`src/hdl/mfe_defs.svh`:
```
`ifndef MFE_DEFS_SVH
`define MFE_DEFS_SVH
// Octet and symbol constants
`define MFE_PRE_OCTET     8'h55
`define MFE_SFD_OCTET     8'hd5
`define MFE_PRE_COUNT     4'h7
`define MFE_ADDR_OCTETS   12'h00c
`define MFE_TL_OCTETS     12'h002
`define MFE_MIN_DATA      12'h02e
`define MFE_MAX_DATA      12'h5dc
`define MFE_MIN_FRAME     12'h040
`define MFE_MAX_FRAME     12'h5ee
`define MFE_PAD_OCTET     8'h00
`define MFE_CRC_POLY      32'h04c11db7
`define MFE_CRC_INIT      32'hffffffff
`define MFE_CRC_RESIDUE   32'hc704dd7b
// Stream delimiter code groups (5 bit)
`define MFE_SYM_J         5'h18
`define MFE_SYM_K         5'h11
`define MFE_SYM_T         5'h0d
`define MFE_SYM_R         5'h07
// Data code groups, the group for nibble n sits at bits 5n+4:5n
`define MFE_4B5B_TABLE    80'hef37a_bda72_7b96a_ad13e
`endif

```
`src/hdl/mfe_pkg.sv`:
```
package mfe_pkg;
   typedef struct packed {
      logic       valid;
      logic [7:0] data;
      logic       last;
   } mfe_octet_t;
   typedef struct packed {
      logic       valid;
      logic [4:0] sym;
   } mfe_sym_t;
   typedef enum logic [6:0] {
      TX_IDLE = 7'h01,
      TX_PRE  = 7'h02,
      TX_SFD  = 7'h04,
      TX_BODY = 7'h08,
      TX_PAD  = 7'h10,
      TX_FCS  = 7'h20,
      TX_END  = 7'h40
   } mfe_tx_st_t;
   typedef enum logic [2:0] {
      RX_IDLE = 3'h1,
      RX_PRE  = 3'h2,
      RX_BODY = 3'h4
   } mfe_rx_st_t;
endpackage

```
`src/hdl/mfe_top.sv`:
```
// Purpose: Ethernet frame encapsulation (one octet per enable) and decapsulation (one octet per valid input).
// Assumes: host octets arrive on tx_in without gaps once a frame starts; symbol
//          mode carries each octet as two 5-bit code groups, low nibble first.
// Notes: Receive reports length/type, CRC result and size error at frame end.
`include "mfe_defs.svh"
module mfe_top (
   // Clock and reset
   input wire logic clk_in,
   input wire logic rstn_in,
   // Mode and pacing
   input wire logic sym_mode_in,
   input wire logic pad_dis_in,
   input wire logic octet_en_in,
   // Host transmit octets
   input wire mfe_pkg::mfe_octet_t tx_in,
   output logic tx_ready_out,
   // Transmit to physical layer
   output mfe_pkg::mfe_octet_t txo_out,
   output mfe_pkg::mfe_sym_t tx_sym_out,
   // Receive from physical layer
   input wire mfe_pkg::mfe_octet_t rxi_in,
   input wire mfe_pkg::mfe_sym_t rx_sym_in,
   // Receive to host
   output mfe_pkg::mfe_octet_t rx_out,
   output logic rx_done_out,
   output logic rx_crc_err_out,
   output logic rx_size_err_out,
   output logic rx_is_type_out,
   output logic [15:0] rx_tl_out
);
   function automatic logic [31:0] crc_step(input logic [31:0] c, input logic [7:0] d);
      logic [31:0] r;
      logic fb;
      r = c;
      for (int i = 0; i < 8; i++) begin
         fb = r[31] ^ d[i];
         r = {r[30:0], 1'b0} ^ (fb ? `MFE_CRC_POLY : 32'h0);
      end
      return r;
   endfunction

   function automatic logic [7:0] fcs_octet(input logic [31:0] c, input logic [1:0] k);
      logic [7:0] o;
      logic [31:0] n;
      n = ~c;
      for (int i = 0; i < 8; i++) begin
         o[i] = n[31 - 8 * k - i];
      end
      return o;
   endfunction

   function automatic logic [4:0] enc45(input logic [3:0] n);
      logic [79:0] t;
      t = `MFE_4B5B_TABLE;
      return t[5 * int'(n) +: 5];
   endfunction

   function automatic logic [3:0] dec54(input logic [4:0] s);
      logic [3:0] n;
      n = 4'h0;
      for (int i = 0; i < 16; i++) begin
         if (enc45(4'(i)) == s) begin
            n = 4'(i);
         end
      end
      return n;
   endfunction

   typedef struct packed {
      // Symbol inputs come from the line domain: two stages before any use
      logic [5:0]  rs1;
      logic [5:0]  rs2;
      mfe_pkg::mfe_tx_st_t tst;
      logic [3:0]  pcnt;
      logic [11:0] bcnt;
      logic [1:0]  fcnt;
      logic [31:0] tcrc;
      logic        half;
      logic [7:0]  hold;
      logic        tready;
      mfe_pkg::mfe_octet_t txo;
      mfe_pkg::mfe_sym_t   tsym;
      mfe_pkg::mfe_rx_st_t rst;
      logic        shalf;
      logic [3:0]  slow;
      logic        sact;
      mfe_pkg::mfe_octet_t sdec;
      logic [11:0] rcnt;
      logic [31:0] rcrc;
      logic [15:0] tl;
      mfe_pkg::mfe_octet_t rxo;
      logic        done;
      logic        cerr;
      logic        serr;
      logic        istype;
   } mfe_state_t;

   mfe_state_t s_q, s_d;
   mfe_pkg::mfe_octet_t rin;
   logic [7:0] tx_oct;
   logic tx_emit;

   always_comb begin
      s_d = s_q;
      tx_oct = 8'h00;
      tx_emit = 1'b0;
      s_d.done = 1'b0;
      s_d.rxo.valid = 1'b0;
      s_d.sdec.valid = 1'b0;
      s_d.txo.valid = 1'b0;
      s_d.tsym.valid = 1'b0;
      s_d.rs1 = {rx_sym_in.valid, rx_sym_in.sym};
      s_d.rs2 = s_q.rs1;
      // Transmit, one field octet per enable
      if (octet_en_in) begin
         unique case (s_q.tst)
            mfe_pkg::TX_IDLE: begin
               if (tx_in.valid) begin
                  s_d.tst = mfe_pkg::TX_PRE;
                  s_d.pcnt = 4'h1;
                  s_d.tcrc = `MFE_CRC_INIT;
                  s_d.bcnt = 12'h000;
                  tx_oct = `MFE_PRE_OCTET;
                  tx_emit = 1'b1;
                  s_d.half = 1'b0;
               end
            end
            mfe_pkg::TX_PRE: begin
               tx_oct = `MFE_PRE_OCTET;
               tx_emit = 1'b1;
               s_d.pcnt = s_q.pcnt + 4'h1;
               if (s_q.pcnt == `MFE_PRE_COUNT - 4'h1) begin
                  s_d.tst = mfe_pkg::TX_SFD;
               end
            end
            mfe_pkg::TX_SFD: begin
               tx_oct = `MFE_SFD_OCTET;
               tx_emit = 1'b1;
               s_d.tst = mfe_pkg::TX_BODY;
            end
            mfe_pkg::TX_BODY: begin
               // Addresses, type/length (high octet first) and data pass as given
               tx_oct = tx_in.data;
               tx_emit = 1'b1;
               s_d.tcrc = crc_step(s_q.tcrc, tx_in.data);
               s_d.bcnt = s_q.bcnt + 12'h001;
               if (tx_in.last) begin
                  if (!pad_dis_in && s_q.bcnt + 12'h001 <
                      `MFE_ADDR_OCTETS + `MFE_TL_OCTETS + `MFE_MIN_DATA) begin
                     s_d.tst = mfe_pkg::TX_PAD;
                  end else begin
                     s_d.tst = mfe_pkg::TX_FCS;
                  end
                  s_d.fcnt = 2'h0;
               end
            end
            mfe_pkg::TX_PAD: begin
               tx_oct = `MFE_PAD_OCTET;
               tx_emit = 1'b1;
               s_d.tcrc = crc_step(s_q.tcrc, `MFE_PAD_OCTET);
               s_d.bcnt = s_q.bcnt + 12'h001;
               if (s_q.bcnt + 12'h001 == `MFE_ADDR_OCTETS + `MFE_TL_OCTETS + `MFE_MIN_DATA) begin
                  s_d.tst = mfe_pkg::TX_FCS;
               end
            end
            mfe_pkg::TX_FCS: begin
               tx_oct = fcs_octet(s_q.tcrc, s_q.fcnt);
               tx_emit = 1'b1;
               s_d.fcnt = s_q.fcnt + 2'h1;
               if (s_q.fcnt == 2'h3) begin
                  s_d.tst = sym_mode_in ? mfe_pkg::TX_END : mfe_pkg::TX_IDLE;
               end
            end
            mfe_pkg::TX_END: begin
               s_d.tst = mfe_pkg::TX_IDLE;
            end
         endcase
      end
      s_d.tready = octet_en_in && s_q.tst == mfe_pkg::TX_BODY;
      if (tx_emit) begin
         s_d.txo.valid = 1'b1;
         s_d.txo.data = tx_oct;
         s_d.txo.last = s_q.tst == mfe_pkg::TX_FCS && s_q.fcnt == 2'h3;
         s_d.hold = tx_oct;
         s_d.half = 1'b0;
      end
      // Symbol path: each octet becomes two code groups on two consecutive clock cycles
      if (sym_mode_in) begin
         s_d.tsym.valid = tx_emit || s_q.half || (octet_en_in && s_q.tst == mfe_pkg::TX_END);
         if (tx_emit) begin
            if (s_q.tst == mfe_pkg::TX_IDLE) begin
               s_d.tsym.sym = `MFE_SYM_J;
            end else begin
               s_d.tsym.sym = enc45(tx_oct[3:0]);
            end
            s_d.half = 1'b1;
         end else if (s_q.half) begin
            if (s_q.tst == mfe_pkg::TX_PRE && s_q.pcnt == 4'h1) begin
               s_d.tsym.sym = `MFE_SYM_K;
            end else begin
               s_d.tsym.sym = enc45(s_q.hold[7:4]);
            end
            s_d.half = 1'b0;
         end else if (octet_en_in && s_q.tst == mfe_pkg::TX_END) begin
            s_d.tsym.sym = `MFE_SYM_T;
            s_d.half = 1'b1;
            s_d.hold = 8'hff;
         end
         if (!tx_emit && s_q.half && s_q.hold == 8'hff && s_q.tst == mfe_pkg::TX_IDLE) begin
            s_d.tsym.sym = `MFE_SYM_R;
         end
      end
      // Receive symbol decapsulation
      if (s_q.rs2[5]) begin
         if (s_q.rs2[4:0] == `MFE_SYM_J) begin
            s_d.sact = 1'b1;
            s_d.shalf = 1'b1;
         end else if (s_q.rs2[4:0] == `MFE_SYM_K && s_q.shalf && s_q.sact) begin
            s_d.sdec.valid = 1'b1;
            s_d.sdec.data = `MFE_PRE_OCTET;
            // A stale end mark from the last frame would block the next start
            s_d.sdec.last = 1'b0;
            s_d.shalf = 1'b0;
         end else if (s_q.rs2[4:0] == `MFE_SYM_T) begin
            s_d.sact = 1'b0;
            s_d.sdec.valid = s_q.sact;
            s_d.sdec.last = 1'b1;
            s_d.shalf = 1'b0;
         end else if (s_q.sact) begin
            if (!s_q.shalf) begin
               s_d.slow = dec54(s_q.rs2[4:0]);
               s_d.shalf = 1'b1;
            end else begin
               s_d.sdec.valid = 1'b1;
               s_d.sdec.data = {dec54(s_q.rs2[4:0]), s_q.slow};
               s_d.sdec.last = 1'b0;
               s_d.shalf = 1'b0;
            end
         end
      end
      rin = sym_mode_in ? s_q.sdec : rxi_in;
      // Receive framing and check
      unique case (s_q.rst)
         mfe_pkg::RX_IDLE: begin
            if (rin.valid && rin.data == `MFE_PRE_OCTET && !rin.last) begin
               s_d.rst = mfe_pkg::RX_PRE;
            end
         end
         mfe_pkg::RX_PRE: begin
            if (rin.valid) begin
               if (rin.data == `MFE_SFD_OCTET) begin
                  s_d.rst = mfe_pkg::RX_BODY;
                  s_d.rcnt = 12'h000;
                  s_d.rcrc = `MFE_CRC_INIT;
               end else if (rin.data != `MFE_PRE_OCTET || rin.last) begin
                  s_d.rst = mfe_pkg::RX_IDLE;
               end
            end
         end
         mfe_pkg::RX_BODY: begin
            if (rin.valid && !(sym_mode_in && rin.last)) begin
               s_d.rxo = rin;
               s_d.rcrc = crc_step(s_q.rcrc, rin.data);
               if (s_q.rcnt != 12'hfff) begin
                  s_d.rcnt = s_q.rcnt + 12'h001;
               end
               if (s_q.rcnt == `MFE_ADDR_OCTETS) begin
                  s_d.tl[15:8] = rin.data;
               end
               if (s_q.rcnt == `MFE_ADDR_OCTETS + 12'h001) begin
                  s_d.tl[7:0] = rin.data;
               end
            end
            if (rin.valid && rin.last) begin
               s_d.rst = mfe_pkg::RX_IDLE;
               s_d.done = 1'b1;
               s_d.rxo.valid = !sym_mode_in;
               s_d.rxo.last = 1'b1;
               // Residue check covers the FCS octets too
               s_d.cerr = (sym_mode_in ? s_q.rcrc : crc_step(s_q.rcrc, rin.data))
                          != `MFE_CRC_RESIDUE;
               s_d.serr = (s_d.rcnt < `MFE_MIN_FRAME) || (s_d.rcnt > `MFE_MAX_FRAME);
               s_d.istype = s_d.tl > {4'h0, `MFE_MAX_DATA};
            end
         end
         default: s_d.rst = mfe_pkg::RX_IDLE;
      endcase
   end

   always_ff @(posedge clk_in or negedge rstn_in) begin
      if (!rstn_in) begin
         s_q <= '0;
         s_q.tst <= mfe_pkg::TX_IDLE;
         s_q.rst <= mfe_pkg::RX_IDLE;
      end else begin
         s_q <= s_d;
      end
   end

   assign tx_ready_out = s_q.tready;
   assign txo_out = s_q.txo;
   assign tx_sym_out = s_q.tsym;
   assign rx_out = s_q.rxo;
   assign rx_done_out = s_q.done;
   assign rx_crc_err_out = s_q.cerr;
   assign rx_size_err_out = s_q.serr;
   assign rx_is_type_out = s_q.istype;
   assign rx_tl_out = s_q.tl;

   AST_PRE_TO_SFD: assert property (@(posedge clk_in) disable iff (!rstn_in)
      s_q.tst == mfe_pkg::TX_PRE && octet_en_in && s_q.pcnt == 4'h6 |=> s_q.tst == mfe_pkg::TX_SFD)
      else $error("preamble length wrong");
   AST_SFD_VALUE: assert property (@(posedge clk_in) disable iff (!rstn_in)
      s_q.tst == mfe_pkg::TX_SFD && octet_en_in |=> txo_out.valid && txo_out.data == 8'hd5)
      else $error("delimiter octet wrong");
   AST_PAD_MIN: assert property (@(posedge clk_in) disable iff (!rstn_in)
      s_q.tst == mfe_pkg::TX_PAD && s_d.tst == mfe_pkg::TX_FCS |-> s_d.bcnt == 12'h03c)
      else $error("padding stopped at wrong count");
   AST_FCS_FOUR: assert property (@(posedge clk_in) disable iff (!rstn_in)
      $rose(s_q.tst == mfe_pkg::TX_FCS) |-> s_q.fcnt == 2'h0)
      else $error("fcs count not reset");
   AST_JK_FIRST: assert property (@(posedge clk_in) disable iff (!rstn_in)
      sym_mode_in && s_q.tst == mfe_pkg::TX_IDLE && octet_en_in && tx_in.valid
      |=> tx_sym_out.valid && tx_sym_out.sym == 5'h18)
      else $error("stream did not open with J");
   AST_T_AFTER: assert property (@(posedge clk_in) disable iff (!rstn_in)
      sym_mode_in && s_q.tst == mfe_pkg::TX_END && octet_en_in
      |=> tx_sym_out.valid && tx_sym_out.sym == 5'h0d)
      else $error("stream did not close with T");
   AST_TYPE_SPLIT: assert property (@(posedge clk_in) disable iff (!rstn_in)
      rx_done_out |-> rx_is_type_out == (rx_tl_out > 16'h05dc))
      else $error("type/length split wrong");
   AST_SIZE_FLAG: assert property (@(posedge clk_in) disable iff (!rstn_in)
      rx_done_out && s_q.rcnt >= 12'h040 && s_q.rcnt <= 12'h5ee |-> !rx_size_err_out)
      else $error("size error on legal frame");
endmodule

```
`config.mk`:
```
export PLATFORM = sky130hd
export DESIGN_NAME = mfe_top
export DESIGN_NICKNAME = d
export VERILOG_FILES = /design/src/hdl/mfe_pkg.sv /design/src/hdl/mfe_top.sv
export VERILOG_INCLUDE_DIRS = /design/src /design/src/hdl
export SDC_FILE = /design/constraint.sdc
export NUM_CORES = 1
export LEC_CHECK = 0
export BUFFER_PORTS_ARGS = -buffer_cell sky130_fd_sc_hd__buf_2
export CAP_MARGIN = 20
export CORE_AREA = 2 2 202 204
export CTS_BUF_LIST = sky130_fd_sc_hd__clkbuf_4 sky130_fd_sc_hd__clkbuf_8
export DETAILED_ROUTE_END_ITERATION = 10
export DIE_AREA = 0 0 204 206
export GPL_TIMING_DRIVEN = 0
export SLEW_MARGIN = 30
export SYNTH_ARGS = -nofsm -noshare
export SYNTH_HDL_FRONTEND = slang
export SYNTH_SLANG_ARGS = --single-unit
export TNS_END_PERCENT = 1
```
`constraint.sdc`:
```
create_clock -name clk_in -period 5.5 [get_ports clk_in]
set_clock_uncertainty 0.05 [all_clocks]
set_input_delay 1.65 -clock clk_in [delete_from_list [all_inputs] [get_ports clk_in]]
set_output_delay 1.65 -clock clk_in [all_outputs]
set_load 0.01 [all_outputs]
```
==> flow_summary_export.csv <==
group,metric,value,unit
final_layout,layout.cells.most_common,"sky130_fd_sc_hd__dfrtp_1",
floorplanning,floorplan.initialDensity,0.295,
routing,viasPerCell,5.15,
final_layout,area_delta_synth_final,13.0,%
worst_setup_path,timing.setup.critical_path_class,"in -> reg",
placed_design,gp_congestion,0.957,
grt,grt_max_degree,66,
routing,detailroute.via_count,9883,
sta,fin_hold_ws,0.305,ns
power,powerDensity,517,nW/µm²
grt,antenna_found_initial,0,
routing,detail_route.drc_violations,0,
final_layout,nFillCells,4206,
yosys,ys_ff_latch,188,
worst_setup_path,r2r-start,"s_q[171]",
cts,tritoncts,"built",
placed_design,dp_cells,1886,
power,power.static_leakage,5.85,nW
yosys,post_synth_inst_count,1276,
yosys,synthesis.area_per_instance,9.28,µm²
floorplanning,rows,74,
sta,slew-limit-headroom,0.346,
cts,cts_setup_buffers,0,
sta,finalSetupViolations,0,
routing,first_pass_iters,6,
placed_design,pre_cts_worst_setup_slack,0.878,ns
final_layout,finish.cell_count_without_fillers,1918,
final_layout,commonest_cells_after_routing_fill_and_taps_aside,"186 x sky130_fd_sc_hd__dfrtp_1, 159 x sky130_fd_sc_hd__o21ai_0, 153 x sky130_fd_sc_hd__nand2_1, 119 x sky130_fd_sc_hd__xnor2_1, 81 x sky130_fd_sc_hd__buf_2",
worst_setup_path,cpLargestDelayFamily,"XOR/XNOR gates",
yosys,synth_edf_count,0,
worst_setup_path,critical_path.n_buffers_inverters,1,
hold_path,hold_path_class,"reg -> reg",
sta,worst_slack,1.45,ns
yosys,netlist-cell-type-count,80,
cts,cts-hold-fix-buffers,0,
worst_setup_path,delay_of_the_slowest_critical_path_stage,0.57,ns
sta,timing.final.crit_period,4.05,ns
routing,totalWireLength,33300,µm
grt,grt_pass1_vias,9413,
yosys,synth.cell_area,11800,µm²
worst_setup_path,critical_path_required,5.83,ns
cts,tritoncts.num_buffers,17,
grt,grt_usage,0.161,
worst_setup_path,critPathSlowestCell,"sky130_fd_sc_hd__mux2i_2",
hold_path,hold_path_startpoint,"s_d[180]",
worst_setup_path,timing.critical_path.from,"sym_mode_in",
floorplanning,fp.dieArea,42000,µm²
worst_setup_path,cp_cell_sequence,"buf_6 > mux2i_2 > xnor2_2 > xnor2_2 > xnor2_1 > mux2i_1 > o21ai_0 > o41ai_1 > o21ai_1",
floorplanning,coreArea,40200,µm²
sta,timing.final.max_slew_violations,0,
final_layout,fin_nets,1413,
cts,htree_levels,4,
routing,ant_nets,0,
floorplanning,ios,78,
final_layout,post-route-cell-area,13400,µm²
sta,fmaxAchievable,247,MHz
yosys,ys_async_sr_fraction,1.00,
yosys,syn_nets,1316,
worst_setup_path,critPathArrivalTime,4.38,ns
cts,post_cts_resized,0,
placed_design,post_dp_cell_area,13000,µm²
worst_setup_path,cp-start-kind,"input pin",
placed_design,numPortBuffers,76,
outcome,outcome,"completed",
yosys,most_common_flop_cell_mapped_by_yosys,"sky130_fd_sc_hd__dfrtp_1",
flow_run,maxCapViolations,0,
sta,worst_slew_pin_slew,0.973,ns
floorplanning,die_y,206,µm
sta,rsz0062_at_grt,"false",
grt,grt_first_pass_wirelength,53200,µm
final_layout,antenna_cells_inserted,0,
placed_design,hpwlAfterDp,24400,µm
routing,drt_iter0_markers,975,
cts,clock_latency,0.51,ns
routing,drt-wirelength-per-cell,17.4,µm
cts,bufs_on_longest_clock_path,2,
sta,period_share,0.736,
power,vdd.ir_drop.worst,0.375,mV
final_layout,post_route_cells_drive_above_1_share,0.155,
floorplanning,die_x,204,µm
worst_setup_path,crit_path_max_fanout,10,
worst_setup_path,most_frequent_cell_on_the_critical_path,"sky130_fd_sc_hd__xnor2_2",
yosys,synth-seq-area-share,0.398,
grt,grt_overflow,0,
cts,root_buffer,"sky130_fd_sc_hd__clkbuf_8",
yosys,synth.yosys.warnings,0,
worst_setup_path,crit_path_capture_type,"register",
sta,final_hold_violating_endpoints,0,
cts,cts_sinks,188,
cts,clkSlewWorstSetupHoldPaths,0.11,ns
-- cells in the mapped netlist, types with 9 or more instances --
library cell	count	share of area
sky130_fd_sc_hd__nor3b_1	9	0.0057
sky130_fd_sc_hd__xor2_1	58	0.043
sky130_fd_sc_hd__mux2_2	9	0.0086
sky130_fd_sc_hd__nand2_1	153	0.049
sky130_fd_sc_hd__xnor2_1	120	0.089
sky130_fd_sc_hd__o22ai_1	13	0.0069
sky130_fd_sc_hd__a31oi_1	12	0.0063
sky130_fd_sc_hd__ha_1	9	0.0095
sky130_fd_sc_hd__a221oi_1	13	0.0096
sky130_fd_sc_hd__and3_1	18	0.0095
sky130_fd_sc_hd__nand4_1	9	0.0048
sky130_fd_sc_hd__o21ai_0	159	0.067
sky130_fd_sc_hd__xnor2_2	10	0.014
sky130_fd_sc_hd__clkbuf_1	52	0.016
sky130_fd_sc_hd__nor3_1	39	0.016
sky130_fd_sc_hd__o221ai_1	11	0.0081
sky130_fd_sc_hd__dfrtp_1	186	0.39
sky130_fd_sc_hd__o31ai_1	11	0.0070
sky130_fd_sc_hd__mux2i_1	11	0.0093
sky130_fd_sc_hd__buf_4	44	0.028
sky130_fd_sc_hd__inv_1	25	0.0079
sky130_fd_sc_hd__a21oi_1	37	0.016
sky130_fd_sc_hd__nor2_1	72	0.023
sky130_fd_sc_hd__nand3_1	37	0.016
-- per-layer routing --
layer  global-route usage  wire [µm]
met5                    0          0
met4               0.0528        765
met3               0.0331       1880
met2                0.258      15600
met1                0.217      15100
-- area by class of cell --
type / instances / area, µm² / share of cell area
clock buffer: 20 / 269 / 0.0201
tap: 532 / 666 / 0.0497
buffer: 106 / 578 / 0.0432
clock inverter: 12 / 133 / 0.00991
timing repair buffer: 78 / 445 / 0.0333
multi-input combinational: 957 / 6490 / 0.485
sequential: 188 / 4710 / 0.352
inverter: 25 / 93.8 / 0.00701
-- power breakdown --
part / switching (mW) / internal, mW
Sequential: 0.283 / 1.67
Clock: 0.561 / 0.402
Combinational: 2.24 / 1.77
Total: 3.08 / 3.84
-- stage by stage --
stage	power (mW)	util	setup TNS, ns
after floorplan	5.02	-	0
final	6.92	0.333	0
after global routing	7.38	0.333	0
after global placement	5.85	0.321	-102.09
after detailed placement	5.91	0.322	0
after CTS	6.90	0.332	0
-- cell families (layout without fill, tap and decap cells) --
group / Yosys count / in the layout / synth area share
AND/OR/NAND/NOR: 398 / 398 / 0.161
adder cells (fa/ha/maj): 10 / 10 / 0.0104
XOR/XNOR: 197 / 197 / 0.164
buffers and inverters: 131 / 241 / 0.0568
flip-flops: 188 / 188 / 0.398
AO/OA/AOI/OAI: 316 / 316 / 0.165
multiplexers: 36 / 36 / 0.0453
-- sequential cells by signal (all words and copies together) (netlist names) --
signal,cells
s_d,6
rx_tl_out,16
tx_sym_out,6
s_q,135
rx_crc_err_out,1
rx_size_err_out,1
txo_out,10
tx_ready_out,1
rx_done_out,1
rx_out,10
rx_is_type_out,1
-- final timing paths --
kind / to / slack [ns] / depth (start not counted)
max in group asynchronous: s_q[90] / 3.63 / 2
max reg2reg: s_q[122] / 2.08 / 8
min in group asynchronous: s_d[181] / 1.03 / 1
min reg2reg: s_q[180] / 0.30 / 0
max: rx_crc_err_out / 1.45 / 9
min: s_q[180] / 0.30 / 0
Note: power is estimated with default switching activity, not from simulation.
